<file path="config.mk">
export PLATFORM = sky130hd
export DESIGN_NAME = itc_top
export DESIGN_NICKNAME = d
export VERILOG_FILES = /design/src/itc_pkg.sv /design/src/itc_pacer.sv /design/src/itc_top.sv
export VERILOG_INCLUDE_DIRS = /design/src /design/src/src
export SDC_FILE = /design/constraint.sdc
export NUM_CORES = 1
export LEC_CHECK = 0
export ABC_AREA = 1
export BUFFER_PORTS_ARGS = -buffer_cell sky130_fd_sc_hd__buf_2
export CORE_MARGIN = 3
export CORE_UTILIZATION = 25
export CTS_CLUSTER_SIZE = 25
export DETAILED_ROUTE_END_ITERATION = 12
export PLACE_DENSITY = 0.51
export REMOVE_ABC_BUFFERS = 1
export SLEW_MARGIN = 20
export SYNTH_ARGS = -nofsm -noshare
export SYNTH_HDL_FRONTEND = slang
export SYNTH_HIERARCHICAL = 1
export SYNTH_SLANG_ARGS = --single-unit
</file>
<file path="constraint.sdc">
create_clock -name pclk -period 2.05 [get_ports pclk]
set_input_delay 0.205 -clock pclk [delete_from_list [all_inputs] [get_ports pclk]]
set_output_delay 0.205 -clock pclk [all_outputs]
set_load 0.02 [all_outputs]
</file>
<file path="src/itc_params.svh">
// register offsets, field positions, reset values and timing counts of the interrupt pacing block
`ifndef ITC_PARAMS_SVH
`define ITC_PARAMS_SVH
`define ITC_OFF_PACING      12'h0C4
`define ITC_OFF_CAUSE_FORCE 12'h0C8
`define ITC_OFF_CAUSE_READ  12'h0C0
`define ITC_OFF_MASK_SET    12'h0D0
`define ITC_OFF_MASK_CLEAR  12'h0D8
`define ITC_OFF_CAUSE_CLEAR 12'h0DC
`define ITC_OFF_IRQ_STATUS  12'h0E0
`define ITC_OFF_IRQ_MASK    12'h0E4
`define ITC_INTERVAL_MSB    15
`define ITC_INTERVAL_LSB    0
`define ITC_INTERVAL_RESET  16'h0000
`define ITC_CAUSE_W         17
`define ITC_CAUSE_VALID     17'h1F6DF
`define ITC_CAUSE_RESET     17'h00000
`define ITC_MASK_RESET      17'h00000
`define ITC_EV_W            2
`define ITC_EV_RESET        2'h0
`define ITC_UNIT_NS         256
`define ITC_CLK_PERIOD_NS   40
`define ITC_UNIT_CYCLES     ((`ITC_UNIT_NS + `ITC_CLK_PERIOD_NS - 1) / `ITC_CLK_PERIOD_NS)
`endif

</file>
<file path="src/itc_pkg.sv">
// types shared by the interrupt pacing block
package itc_pkg;
    typedef struct packed {
        logic        psel;
        logic        penable;
        logic        pwrite;
        logic [11:0] paddr;
        logic [31:0] pwdata;
    } itc_apb_req_s;

    typedef enum logic [2:0] {
        ITC_IDLE  = 3'b001,
        ITC_GAP   = 3'b010,
        ITC_READY = 3'b100
    } itc_pace_e;
endpackage

</file>
<file path="src/itc_pacer.sv">
// interrupt pacing engine: enforces the minimum gap between host interrupts
`timescale 1ns/1ps
`include "itc_params.svh"
module itc_pacer
    import itc_pkg::*;
#(
    parameter int UNIT_CYCLES = `ITC_UNIT_CYCLES
)
(
    input  wire logic        pclk,
    input  wire logic        presetn,
    input  wire logic [15:0] interval,
    input  wire logic        pending,
    output logic             irq,
    output logic             fired
);
    localparam int UW = (UNIT_CYCLES > 1) ? $clog2(UNIT_CYCLES) : 1;

    itc_pace_e     state;
    logic [UW-1:0] sub_cnt;
    logic [15:0]   unit_cnt;
    logic          gap_done;

    assign gap_done = (unit_cnt >= interval);

    // pacing state: idle, counting the gap, or gap elapsed
    always_ff @(posedge pclk or negedge presetn)
    begin
        if (!presetn)
            state <= ITC_IDLE;
        else
        begin
            case (state)
                ITC_IDLE:
                    if (pending && interval != 16'h0000)
                        state <= ITC_GAP;
                ITC_GAP:
                    if (interval == 16'h0000 || gap_done)
                        state <= ITC_READY;
                ITC_READY:
                    if (!pending)
                        state <= ITC_READY;
                    else if (interval != 16'h0000)
                        state <= ITC_GAP;
                default:
                    state <= ITC_IDLE;
            endcase
        end
    end

    // gap counter in 256 ns units
    // restart at each interrupt
    always_ff @(posedge pclk or negedge presetn)
    begin
        if (!presetn)
        begin
            sub_cnt  <= '0;
            unit_cnt <= 16'h0000;
        end
        else if (fired_next())
        begin
            sub_cnt  <= '0;
            unit_cnt <= 16'h0000;
        end
        else if (state == ITC_GAP && !gap_done)
        begin
            if (sub_cnt == UW'(UNIT_CYCLES - 1))
            begin
                sub_cnt  <= '0;
                unit_cnt <= unit_cnt + 16'h0001;
            end
            else
                sub_cnt <= sub_cnt + UW'(1);
        end
    end

    function automatic logic fired_next();
        // no interrupt before the gap elapses
        fired_next = pending && !irq &&
                     (interval == 16'h0000 || state == ITC_IDLE || state == ITC_READY);
    endfunction

    // interrupt line and one-cycle assertion pulse
    always_ff @(posedge pclk or negedge presetn)
    begin
        if (!presetn)
        begin
            irq   <= 1'b0;
            fired <= 1'b0;
        end
        else
        begin
            irq   <= pending && (irq || fired_next());
            fired <= fired_next();
        end
    end
endmodule

</file>
<file path="src/itc_top.sv">
// interrupt cause, mask and pacing block with apb register access
//
// Overview of operation
// - a 16-bit interval in bits 15:0 of the pacing register counts 256 ns units of gap.
// - an interval of zero turns pacing off and interrupts pass without gap.
// - with a nonzero interval, two host interrupts are never closer than the interval.
// - the interval reads zero after reset so pacing starts disabled.
// - each one written to the cause-force register sets that cause bit, except reserved bits 5, 8 and, on the narrow variant, 11.
// - zeros written to the cause-force register leave causes unchanged.
// - a forced cause whose mask bit is set raises the host interrupt.
// - force bits 0, 1, 2 are tx descriptor written back, tx queue empty, link change.
// - force bit 3 is rx sequence error and bit 4 rx descriptor minimum threshold.
// - force bit 6 is rx fifo overrun and bit 7 rx timer expiry.
// - force bits 9, 10, 12 are management done, config ordered set, transceiver.
// - force bits 14:13 are general purpose pin causes, plus bit 11 on the wider variant.
// - force bit 15 is tx descriptor low threshold and bit 16 small rx packet.
// - a cause reaches the host only when its mask bit is one.
//
// The APB slave port was decided locally.
`timescale 1ns/1ps
`include "itc_params.svh"
module itc_top
    import itc_pkg::*;
#(
    parameter logic        WIDE_GPI    = 1'b0,
    parameter int          UNIT_CYCLES = `ITC_UNIT_CYCLES
)
(
    input  wire logic                    pclk,
    input  wire logic                    presetn,
    input  wire logic                    psel,
    input  wire logic                    penable,
    input  wire logic                    pwrite,
    input  wire logic [11:0]             paddr,
    input  wire logic [31:0]             pwdata,
    input  wire logic [`ITC_CAUSE_W-1:0] hw_cause,
    output logic      [31:0]             prdata,
    output logic                         pready,
    output logic                         pslverr,
    output logic                         host_irq,
    output logic                         irq
);
    // cause bit positions
    localparam int TX_DESC_WRITTEN_BACK        = 0;
    localparam int TX_QUEUE_EMPTY              = 1;
    localparam int LINK_STATUS_CHANGE          = 2;
    localparam int RX_SEQUENCE_ERROR           = 3;
    localparam int RX_DESC_MIN_THRESHOLD       = 4;
    localparam int RX_FIFO_OVERRUN             = 6;
    localparam int RX_TIMER_EXPIRED            = 7;
    localparam int MGMT_ACCESS_COMPLETE        = 9;
    localparam int CONFIG_ORDERED_SET_RECEIVED = 10;
    localparam int TRANSCEIVER_INTERRUPT       = 12;
    localparam int TX_DESC_LOW_THRESHOLD       = 15;
    localparam int SMALL_RX_PACKET_DETECTED    = 16;

    itc_apb_req_s              req;
    logic                      wr_acc;
    logic                      rd_acc;
    logic                      known;
    logic [15:0]               interval;
    logic [`ITC_CAUSE_W-1:0]   interrupt_cause_read;
    logic [`ITC_CAUSE_W-1:0]   interrupt_enable_set;
    logic [`ITC_CAUSE_W-1:0]   valid_bits;
    logic [`ITC_CAUSE_W-1:0]   force_bits;
    logic [`ITC_CAUSE_W-1:0]   next_cause;
    logic [`ITC_CAUSE_W-1:0]   next_enable;
    logic [`ITC_EV_W-1:0]      ev_status;
    logic [`ITC_EV_W-1:0]      ev_mask;
    logic [`ITC_EV_W-1:0]      next_ev;
    logic [31:0]               next_rdata;
    logic                      pending;
    logic                      pace_irq;
    logic                      fired;
    logic                      cause_rd_clear;

    assign req = '{psel: psel, penable: penable, pwrite: pwrite, paddr: paddr, pwdata: pwdata};

    // one-wait access: answer in the cycle after the first access cycle
    assign wr_acc = req.psel && req.penable && req.pwrite && pready;
    assign rd_acc = req.psel && req.penable && !req.pwrite && pready;

    // valid cause bits, general purpose field widened on the variant
    // gpi field width
    assign valid_bits = WIDE_GPI ? (`ITC_CAUSE_VALID | 17'h00800) : `ITC_CAUSE_VALID;

    // address decode
    always_comb
    begin
        known = 1'b1;
        case (req.paddr)
            `ITC_OFF_PACING, `ITC_OFF_CAUSE_FORCE, `ITC_OFF_CAUSE_READ, `ITC_OFF_MASK_SET,
            `ITC_OFF_MASK_CLEAR, `ITC_OFF_CAUSE_CLEAR, `ITC_OFF_IRQ_STATUS, `ITC_OFF_IRQ_MASK:
                known = 1'b1;
            default:
                known = 1'b0;
        endcase
    end

    // pready pulses one cycle after the access phase begins
    always_ff @(posedge pclk or negedge presetn)
    begin
        if (!presetn)
            pready <= 1'b0;
        else
            pready <= req.psel && req.penable && !pready;
    end

    // error answer for unmapped addresses
    always_ff @(posedge pclk or negedge presetn)
    begin
        if (!presetn)
            pslverr <= 1'b0;
        else
            pslverr <= req.psel && req.penable && !pready && !known;
    end

    // pacing interval register
    always_ff @(posedge pclk or negedge presetn)
    begin
        if (!presetn)
            interval <= `ITC_INTERVAL_RESET;
        else if (wr_acc && req.paddr == `ITC_OFF_PACING)
            interval <= req.pwdata[`ITC_INTERVAL_MSB:`ITC_INTERVAL_LSB];
    end

    // forced cause bits from a cause-force write
    always_comb
    begin
        force_bits = '0;
        if (wr_acc && req.paddr == `ITC_OFF_CAUSE_FORCE)
            force_bits = req.pwdata[`ITC_CAUSE_W-1:0] & valid_bits;
    end

    // reading the cause register clears it
    assign cause_rd_clear = rd_acc && req.paddr == `ITC_OFF_CAUSE_READ;

    // cause register update, set wins over clear
    always_comb
    begin
        next_cause = interrupt_cause_read;
        if (cause_rd_clear)
            next_cause = '0;
        if (wr_acc && req.paddr == `ITC_OFF_CAUSE_CLEAR)
            next_cause = next_cause & ~req.pwdata[`ITC_CAUSE_W-1:0];
        next_cause = next_cause | force_bits | (hw_cause & valid_bits);
    end

    always_ff @(posedge pclk or negedge presetn)
    begin
        if (!presetn)
            interrupt_cause_read <= `ITC_CAUSE_RESET;
        else
            interrupt_cause_read <= next_cause;
    end

    // mask set and clear
    always_comb
    begin
        next_enable = interrupt_enable_set;
        if (wr_acc && req.paddr == `ITC_OFF_MASK_SET)
            next_enable = next_enable | (req.pwdata[`ITC_CAUSE_W-1:0] & valid_bits);
        if (wr_acc && req.paddr == `ITC_OFF_MASK_CLEAR)
            next_enable = next_enable & ~req.pwdata[`ITC_CAUSE_W-1:0];
    end

    always_ff @(posedge pclk or negedge presetn)
    begin
        if (!presetn)
            interrupt_enable_set <= `ITC_MASK_RESET;
        else
            interrupt_enable_set <= next_enable;
    end

    assign pending = |(interrupt_cause_read & interrupt_enable_set);

    // pacing engine
    itc_pacer #(
        .UNIT_CYCLES (UNIT_CYCLES)
    ) u_pacer (
        .pclk     (pclk),
        .presetn  (presetn),
        .interval (interval),
        .pending  (pending),
        .irq      (pace_irq),
        .fired    (fired)
    );

    // host interrupt line registered
    // paced assertion
    always_ff @(posedge pclk or negedge presetn)
    begin
        if (!presetn)
            host_irq <= 1'b0;
        else
            host_irq <= pace_irq;
    end

    // block events: bit0 interrupt asserted, bit1 cause forced; set wins over w1c
    always_comb
    begin
        next_ev = ev_status;
        if (wr_acc && req.paddr == `ITC_OFF_IRQ_STATUS)
            next_ev = next_ev & ~req.pwdata[`ITC_EV_W-1:0];
        next_ev = next_ev | {(|force_bits), fired};
    end

    always_ff @(posedge pclk or negedge presetn)
    begin
        if (!presetn)
            ev_status <= `ITC_EV_RESET;
        else
            ev_status <= next_ev;
    end

    always_ff @(posedge pclk or negedge presetn)
    begin
        if (!presetn)
            ev_mask <= `ITC_EV_RESET;
        else if (wr_acc && req.paddr == `ITC_OFF_IRQ_MASK)
            ev_mask <= req.pwdata[`ITC_EV_W-1:0];
    end

    // level event interrupt
    always_ff @(posedge pclk or negedge presetn)
    begin
        if (!presetn)
            irq <= 1'b0;
        else
            irq <= |(next_ev & ev_mask);
    end

    // read data mux, write-only registers read zero
    always_comb
    begin
        next_rdata = 32'h0000_0000;
        case (req.paddr)
            `ITC_OFF_PACING:     next_rdata = {16'h0000, interval};
            `ITC_OFF_CAUSE_READ: next_rdata = {15'h0000, interrupt_cause_read};
            `ITC_OFF_MASK_SET:   next_rdata = {15'h0000, interrupt_enable_set};
            `ITC_OFF_IRQ_STATUS: next_rdata = {30'h0000_0000, ev_status};
            `ITC_OFF_IRQ_MASK:   next_rdata = {30'h0000_0000, ev_mask};
            default:             next_rdata = 32'h0000_0000;
        endcase
    end

    always_ff @(posedge pclk or negedge presetn)
    begin
        if (!presetn)
            prdata <= 32'h0000_0000;
        else if (req.psel && req.penable && !pready && !req.pwrite)
            prdata <= next_rdata;
    end
endmodule

</file>
==> results of run 1 <==
[power by group through the flow]
| stage | logic [W] | registers, W | clock network, W |
|---|---|---|---|
| 6_report | 0.000313 | 0.00199 | 0.00182 |
| 5_1_grt | 0.000357 | 0.00199 | 0.00195 |
| 4_1_cts | 0.000317 | 0.00199 | 0.00188 |
| 3_5_place_dp | 0.000314 | 0.00203 | 0 |
| 3_3_place_gp | 0.000314 | 0.00203 | 0 |
| 2_1_floorplan | 0.000138 | 0.00204 | 0 |
[critical path, stage by stage, from the launching register on]
cell and delay (ns):
dfrtp_1 0.39, nand2_1 0.10, o2111ai_2 0.18, nor4_1 0.30, nand2_1 0.17, inv_2 0.12
nor2_2 0.06, nand2_4 0.12, nand2_4 0.11, buf_4 0.18, nand3_1 0.07, nand2_1 0.06
[stage by stage]
step	std cells	setup WS (ns)	setup TNS [ns]	hold slack (ns)
global placement	1169	0.0906	0	0.139
finish	1189	0.0901	0	0.0229
detailed placement	1169	0.0768	0	0.138
floorplan	748	0.230	0	-0.0906
global route	1189	-0.0328	-0.292	0.0274
CTS	1186	0.0697	0	0.0117
[area by class of cell]
class | instances | area (sq um) | share of cell area, %
multi-input combinational | 553 | 3040 | 42.0
timing repair buffer | 106 | 651 | 8.98
clock inverter | 4 | 47.5 | 0.656
inverter | 96 | 363 | 5.01
clock buffer | 12 | 267 | 3.68
tap | 319 | 399 | 5.51
sequential | 99 | 2480 | 34.2
[how the worst max path moves through the flow]
stage / startpoint / endpoint / slack, ns / cells past startpoint
floorplan: u_pacer/unit_cnt[13] / u_pacer/unit_cnt[0] / 0.23 / 11
global placement: interrupt_cause_read[11] / u_pacer/unit_cnt[0] / 0.09 / 11
detailed placement: interrupt_cause_read[14] / u_pacer/unit_cnt[2] / 0.08 / 11
CTS: interrupt_cause_read[14] / u_pacer/unit_cnt[15] / 0.07 / 11
global route: interrupt_cause_read[0] / u_pacer/unit_cnt[11] / -0.03 / 11
finish: interrupt_cause_read[0] / u_pacer/unit_cnt[15] / 0.09 / 11
[synth_stat cells (all sizes together)]
master | n | area [sq um]
o211ai | 31 | 333
a21oi | 19 | 95.1
conb | 1 | 3.75
o22ai | 1 | 6.26
inv | 95 | 359
o2111ai | 2 | 17.5
a22oi | 4 | 30.0
nand4 | 9 | 71.3
or2 | 1 | 6.26
xor2 | 1 | 8.76
o21bai | 1 | 7.51
nor4 | 1 | 6.26
xnor2 | 11 | 96.3
dfstp | 1 | 26.3
nand3b | 15 | 113
a2bb2oi | 10 | 87.6
clkbuf | 2 | 7.51
a21o | 1 | 7.51
o21ai | 38 | 201
o21a | 1 | 7.51
a21boi | 5 | 37.5
dfrtp | 98 | 2450
nand3 | 66 | 340
nor3 | 18 | 133
clkinv | 1 | 3.75
nand2 | 237 | 925
buf | 37 | 256
nor2 | 49 | 230
ha | 17 | 213
[timing repair]
action	4_1_cts	5_1_grt
setup buffers	0	3
hold endpoints to repair	19	0
endpoints found under the setup margin	0	18
hold buffers	1	0
resized for setup	0	5
[routing by layer]
metal | part of all wire [%] | up-vias | GRT usage (%)
li1 | - | 2688 | -
met1 | 49 | 2497 | 20.0
met2 | 46 | 107 | 21.8
met3 | 3.6 | 14 | 2.42
met4 | 1.5 | 0 | 3.72
met5 | 0 | - | 0
[cell usage in the layout, fill, tap and decap left out, drive strengths merged]
master       netlist  final
a2bb2oi           10     10
nand2            237    237
inv               95     95
clkbuf             2     12
o21a               1      1
or2                1      1
nor3              18     18
xor2               1      1
conb               1     15
nand3b            15     15
a21o               1      1
clkinvlp           0      1
o21ai             38     38
o211ai            31     31
o2111ai            2      2
xnor2             11     11
dlygate4sd3        0      1
buf               37    105
o21bai             1      1
dfrtp             98     98
nor4               1      1
bufinv             0      1
o22ai              1      1
dfstp              1      1
nor2              49     49
a21boi             5      5
nand3             66     66
a22oi              4      4
ha                17     17
nand4              9      9
clkinv             1      3
a21oi             19     19
[kinds of logic after synthesis]
family | count (synthesis)
AND/OR/NAND/NOR | 396
buffers and inverters | 135
AO/OA/AOI/OAI | 113
flip-flops | 99
adder cells (fa/ha/maj) | 17
XOR/XNOR | 12
other | 1
==> metrics.txt, run 1 <==
outcome=complete, no violations; Comb pwr share=7.6%; Final period util=95.6%; Post-Syn Instances=773; area growth from synthesis to layout=19.1%; initial core utilization=25.7%; Yosys Warn Count=6; Setup CP Type=reg2reg; layout cell share with drive strength beyond 1=20.6%; largest family of logic cells by synthesized area=simple AND/OR/NAND/NOR gates; maximum VDD drop=0.000420 V; CTS tree=yes; grt total ovfl=0; reg2reg end=u_pacer/unit_cnt[15]; root buf cell=clkbuf_16; CTS Buffer Depth=2; Clk network pwr share=44.1%; final hold vios=0; required time worst endpoint=2.30 ns; DR DRC count=0; post-synthesis register bit count=99; filler instances=2601; data arrival time of the critical path=2.21 ns; Startpoint Class=flop; Avg Cell Area, Syn=7.87 sq um; Final Cell Area=7250 sq um; multiplexer area fraction after synthesis=0%; clock skew=0.00786 ns; Setup crit end kind=flop; min-delay worst type=in2reg; total number of clock tree sinks=99; fin. max-slew vios=0; IO Count=102; Finished Core Util=30.6%; core area=23700 sq um; n_diodes=0; fin crit period=1.96 ns; GRT Resource Usage Total=14.0%; Cell Rows=56; Post-Syn Area=6080 sq um; FMAX=510 MHz; Avg WL per Cell=14.9 microns; Final #Nets=948; reg-to-reg startpoint=interrupt_cause_read[0]; I/O Buffers=68; Routed Antenna Nets=0; Final setup viols=0; hold worst-path end=interrupt_cause_read[8]; drt pass-1 iters=5; Chip Width=162 microns; H-tree levels=3; adder-cell area share of the yosys netlist=3.50%; vias per cell=4.46; worst-path maximum fanout=8; CTS Buf Count=9; Routed WL=17700 microns; Worst Hold Depth=2; unique cell type count in the Yosys netlist=45; vias in the first global route=5205; chip height=162 microns; Leak Pwr=3.57 nW; RePlAce Congestion=0.814; Compound-Gate Fraction of Synth Area=13.7%; sw frac=24.5%; DIE AREA=26200 sq um; largest net degree at the start of global routing=39; R2R depth=11; register area share after synthesis=40.8%; RSZ-0062 raised after global routing=yes; Internal Power=0.00311 W; DP Area=6880 sq um; net load switching power=0.00101 W; Vias=5306; clk slew on worst S/H paths=0.07 ns; simple logic cell fraction of the synthesized area=30.0%; reg2reg setup slack=0.09 ns; PwrDens=569 nW/um^2; Post-DP HPWL=13300 microns; Initial DRC Count=321; Worst Hold Launch=pwdata[8]; first-pass GRT wire length=28900 microns; overall power=0.00413 W; initial antenna violation count=0; Synth Area in XOR/XNOR=1.73%; Worst-Skew Late Latency=0.36 ns; max cap viols=0; part of the power in registers=48.3%
No activity file was read; power rests on OpenSTA's default activity.
==> run 2: changes to the inputs <==
Settings changed: CTS_BUF_LIST set to sky130_fd_sc_hd__clkbuf_4 sky130_fd_sc_hd__clkbuf_8.
Clock period 2.05 ns to 2.3 ns, I/O delays scaled along.
==> metrics.txt, run 2 (synthesis results as in run 1) <==
outcome=complete, no violations; fin. max-slew vios=0 (unchanged); Initial DRC Count=277 (-14%); required time worst endpoint=2.58 ns (+0.28 ns); Slew @ Worst Pin=0.505 ns; final std cells w/o fill=1184 (-0.42%); GR Util met1=19.6% (-0.44 points); GRT Resource Usage Total=13.7% (-0.31 points); Finished Core Util=30.2% (-0.43 points); Routed Antenna Nets=0 (unchanged); data arrival time of the critical path=2.28 ns (+0.07 ns); largest net degree at the start of global routing=36 (-7.7%); I/O Buffers=68 (unchanged); Post-DP HPWL=13200 microns (-0.74%); clk slew on worst S/H paths=0.10 ns (+0.03 ns); overall power=0.00350 W (-15%); grt total ovfl=0 (unchanged); Vias=5294 (-0.23%); n_diodes=0 (unchanged); Final setup viols=0 (unchanged); Most Crowded Layer GR=met2; layout cell share with drive strength beyond 1=19.5% (-1.0 points); filler instances=2677 (+2.9%); Final #Nets=943 (-0.53%); slowest stage delay, CP=0.42 ns (+0.03 ns); total number of clock tree sinks=99 (unchanged); H-tree levels=3 (unchanged); Avg WL per Cell=14.7 microns (-1.3%); reg2reg setup slack=0.31 ns (+0.22 ns); worst-path cell chain=nand2_1 -> o2111ai_1 -> nor4_1 -> nand2_1 -> inv_1 -> o21ai_0 -> or2_2 -> nand3_1 -> nand2_1; reg-to-reg startpoint=interrupt_cause_read[3]; worst-path maximum fanout=4 (-4); maximum VDD drop=0.000262 V (-38%); fin crit period=1.99 ns (+0.0335 ns); CTS Buffer Depth=2 (unchanged); vias per cell=4.47 (+0.20%); first-pass GRT wire length=28200 microns (-2.5%); dpl cells=1164 (-0.43%); RePlAce Congestion=0.804 (-1.3%); Cell Rows=56 (unchanged); max_slew headroom=66.3%; Setup crit end kind=flop; reg2reg end=u_pacer/state[2]; met3 Track Usage GR=3.01% (+0.59 points); Total Negative Setup Slacks=0 ns (unchanged); Final period util=86.7% (-8.9 points); grt met2 use=21.1% (-0.73 points); area growth from synthesis to layout=17.4%; CTS Buf Count=9 (unchanged); vias in the first global route=5057 (-2.8%); most frequent cells in the layout=nand2_1 (229), dfrtp_1 (98), inv_1 (86); Worst-Skew Late Latency=0.39 ns (+0.03 ns); Startpoint Class=flop; Critical Path End=u_pacer/state[2]; CP Launch Point=interrupt_cause_read[3]; Leak Pwr=3.52 nW (-1.3%); FMAX=502 MHz (-1.7%); CTS tree=yes; DIE AREA=26200 sq um (unchanged); initial antenna violation count=0 (unchanged); IO Count=102 (unchanged); drt pass-1 iters=5 (unchanged); RSZ-0062 raised after global routing=no; initial core utilization=25.7% (unchanged); final hold vios=0 (unchanged); chip height=162 microns (unchanged); Chip Width=162 microns (unchanged); root buf cell=clkbuf_8; DR DRC count=0 (unchanged); max cap viols=0 (unchanged); Setup CP Type=reg2reg; min-delay worst type=in2reg; clock skew=0.0128 ns (+0.00498 ns); critical path's slowest cell=dfrtp_1; core area=23700 sq um (unchanged); post-CTS sizing=0 (unchanged); most used cell, CP=nand2_1; most common cell after layout, fill and taps aside=nand2_1; PwrDens=491 nW/um^2 (-14%); R2R depth=9 (-2); Routed WL=17400 microns (-1.8%)
run 2: cell type report:
cell class,instances,area [sq um],area share [%]
Timing Repair Buffer,101,613,8.58
Tap cell,319,399,5.59
Multi-Input combinational cell,553,3030,42.4
Clock inverter,4,95.1,1.33
Sequential cell,99,2480,34.7
Clock buffer,12,165,2.31
Inverter,96,363,5.08
run 2: critical path, delay by kind of cell (launching register included):
family | cells | cell delay (ns)
and+or+nand+nor | 6 | 0.97
DFF | 1 | 0.42
AOI/OAI and AO/OA | 2 | 0.33
buffers and inverters | 1 | 0.16
run 2: worst min-delay path by stage:
stage | cells past startpoint | startpoint | slack, ns | to
floorplan | 0 | presetn | -0.07 | asynchronous set/reset pin
global placement | 1 | presetn | 0.23 | u_pacer/state[2]
detailed placement | 1 | presetn | 0.23 | u_pacer/state[2]
CTS | 2 | pwdata[8] | 0.002 | interrupt_cause_read[8]
global route | 2 | hw_cause[6] | 0.006 | interrupt_cause_read[6]
finish | 2 | hw_cause[16] | 0.03 | interrupt_cause_read[16]
run 2: what timing repair did:
item | in CTS | in global routing
hold buffers | 2 | 2
hold endpoints to repair | 32 | 2
buffers inserted | 0 | 0
run 2: layer usage:
metal,vias to the layer above,share of wire (%)
li1,2676,-
met1,2488,49
met2,118,45
met3,12,4.4
met4,0,1.3
met5,-,0
run 2: through the flow:
step | instance area (sq um) | hold slack [ns] | setup WS, ns
3_3_place_gp | 6840 | 0.233 | 0.385
3_5_place_dp | 6840 | 0.227 | 0.374
6_report | 7140 | 0.0309 | 0.307
4_1_cts | 7120 | 0.00207 | 0.357
2_1_floorplan | 5870 | -0.0656 | 0.480
5_1_grt | 7140 | 0.00637 | 0.0891
run 2: power by group:
group | total (W) | internal, W | switching, W
clock | 0.00145 | 0.000811 | 0.000639
sequential | 0.00177 | 0.00176 | 0.0000140
combinational | 0.000280 | 0.0000862 | 0.000194
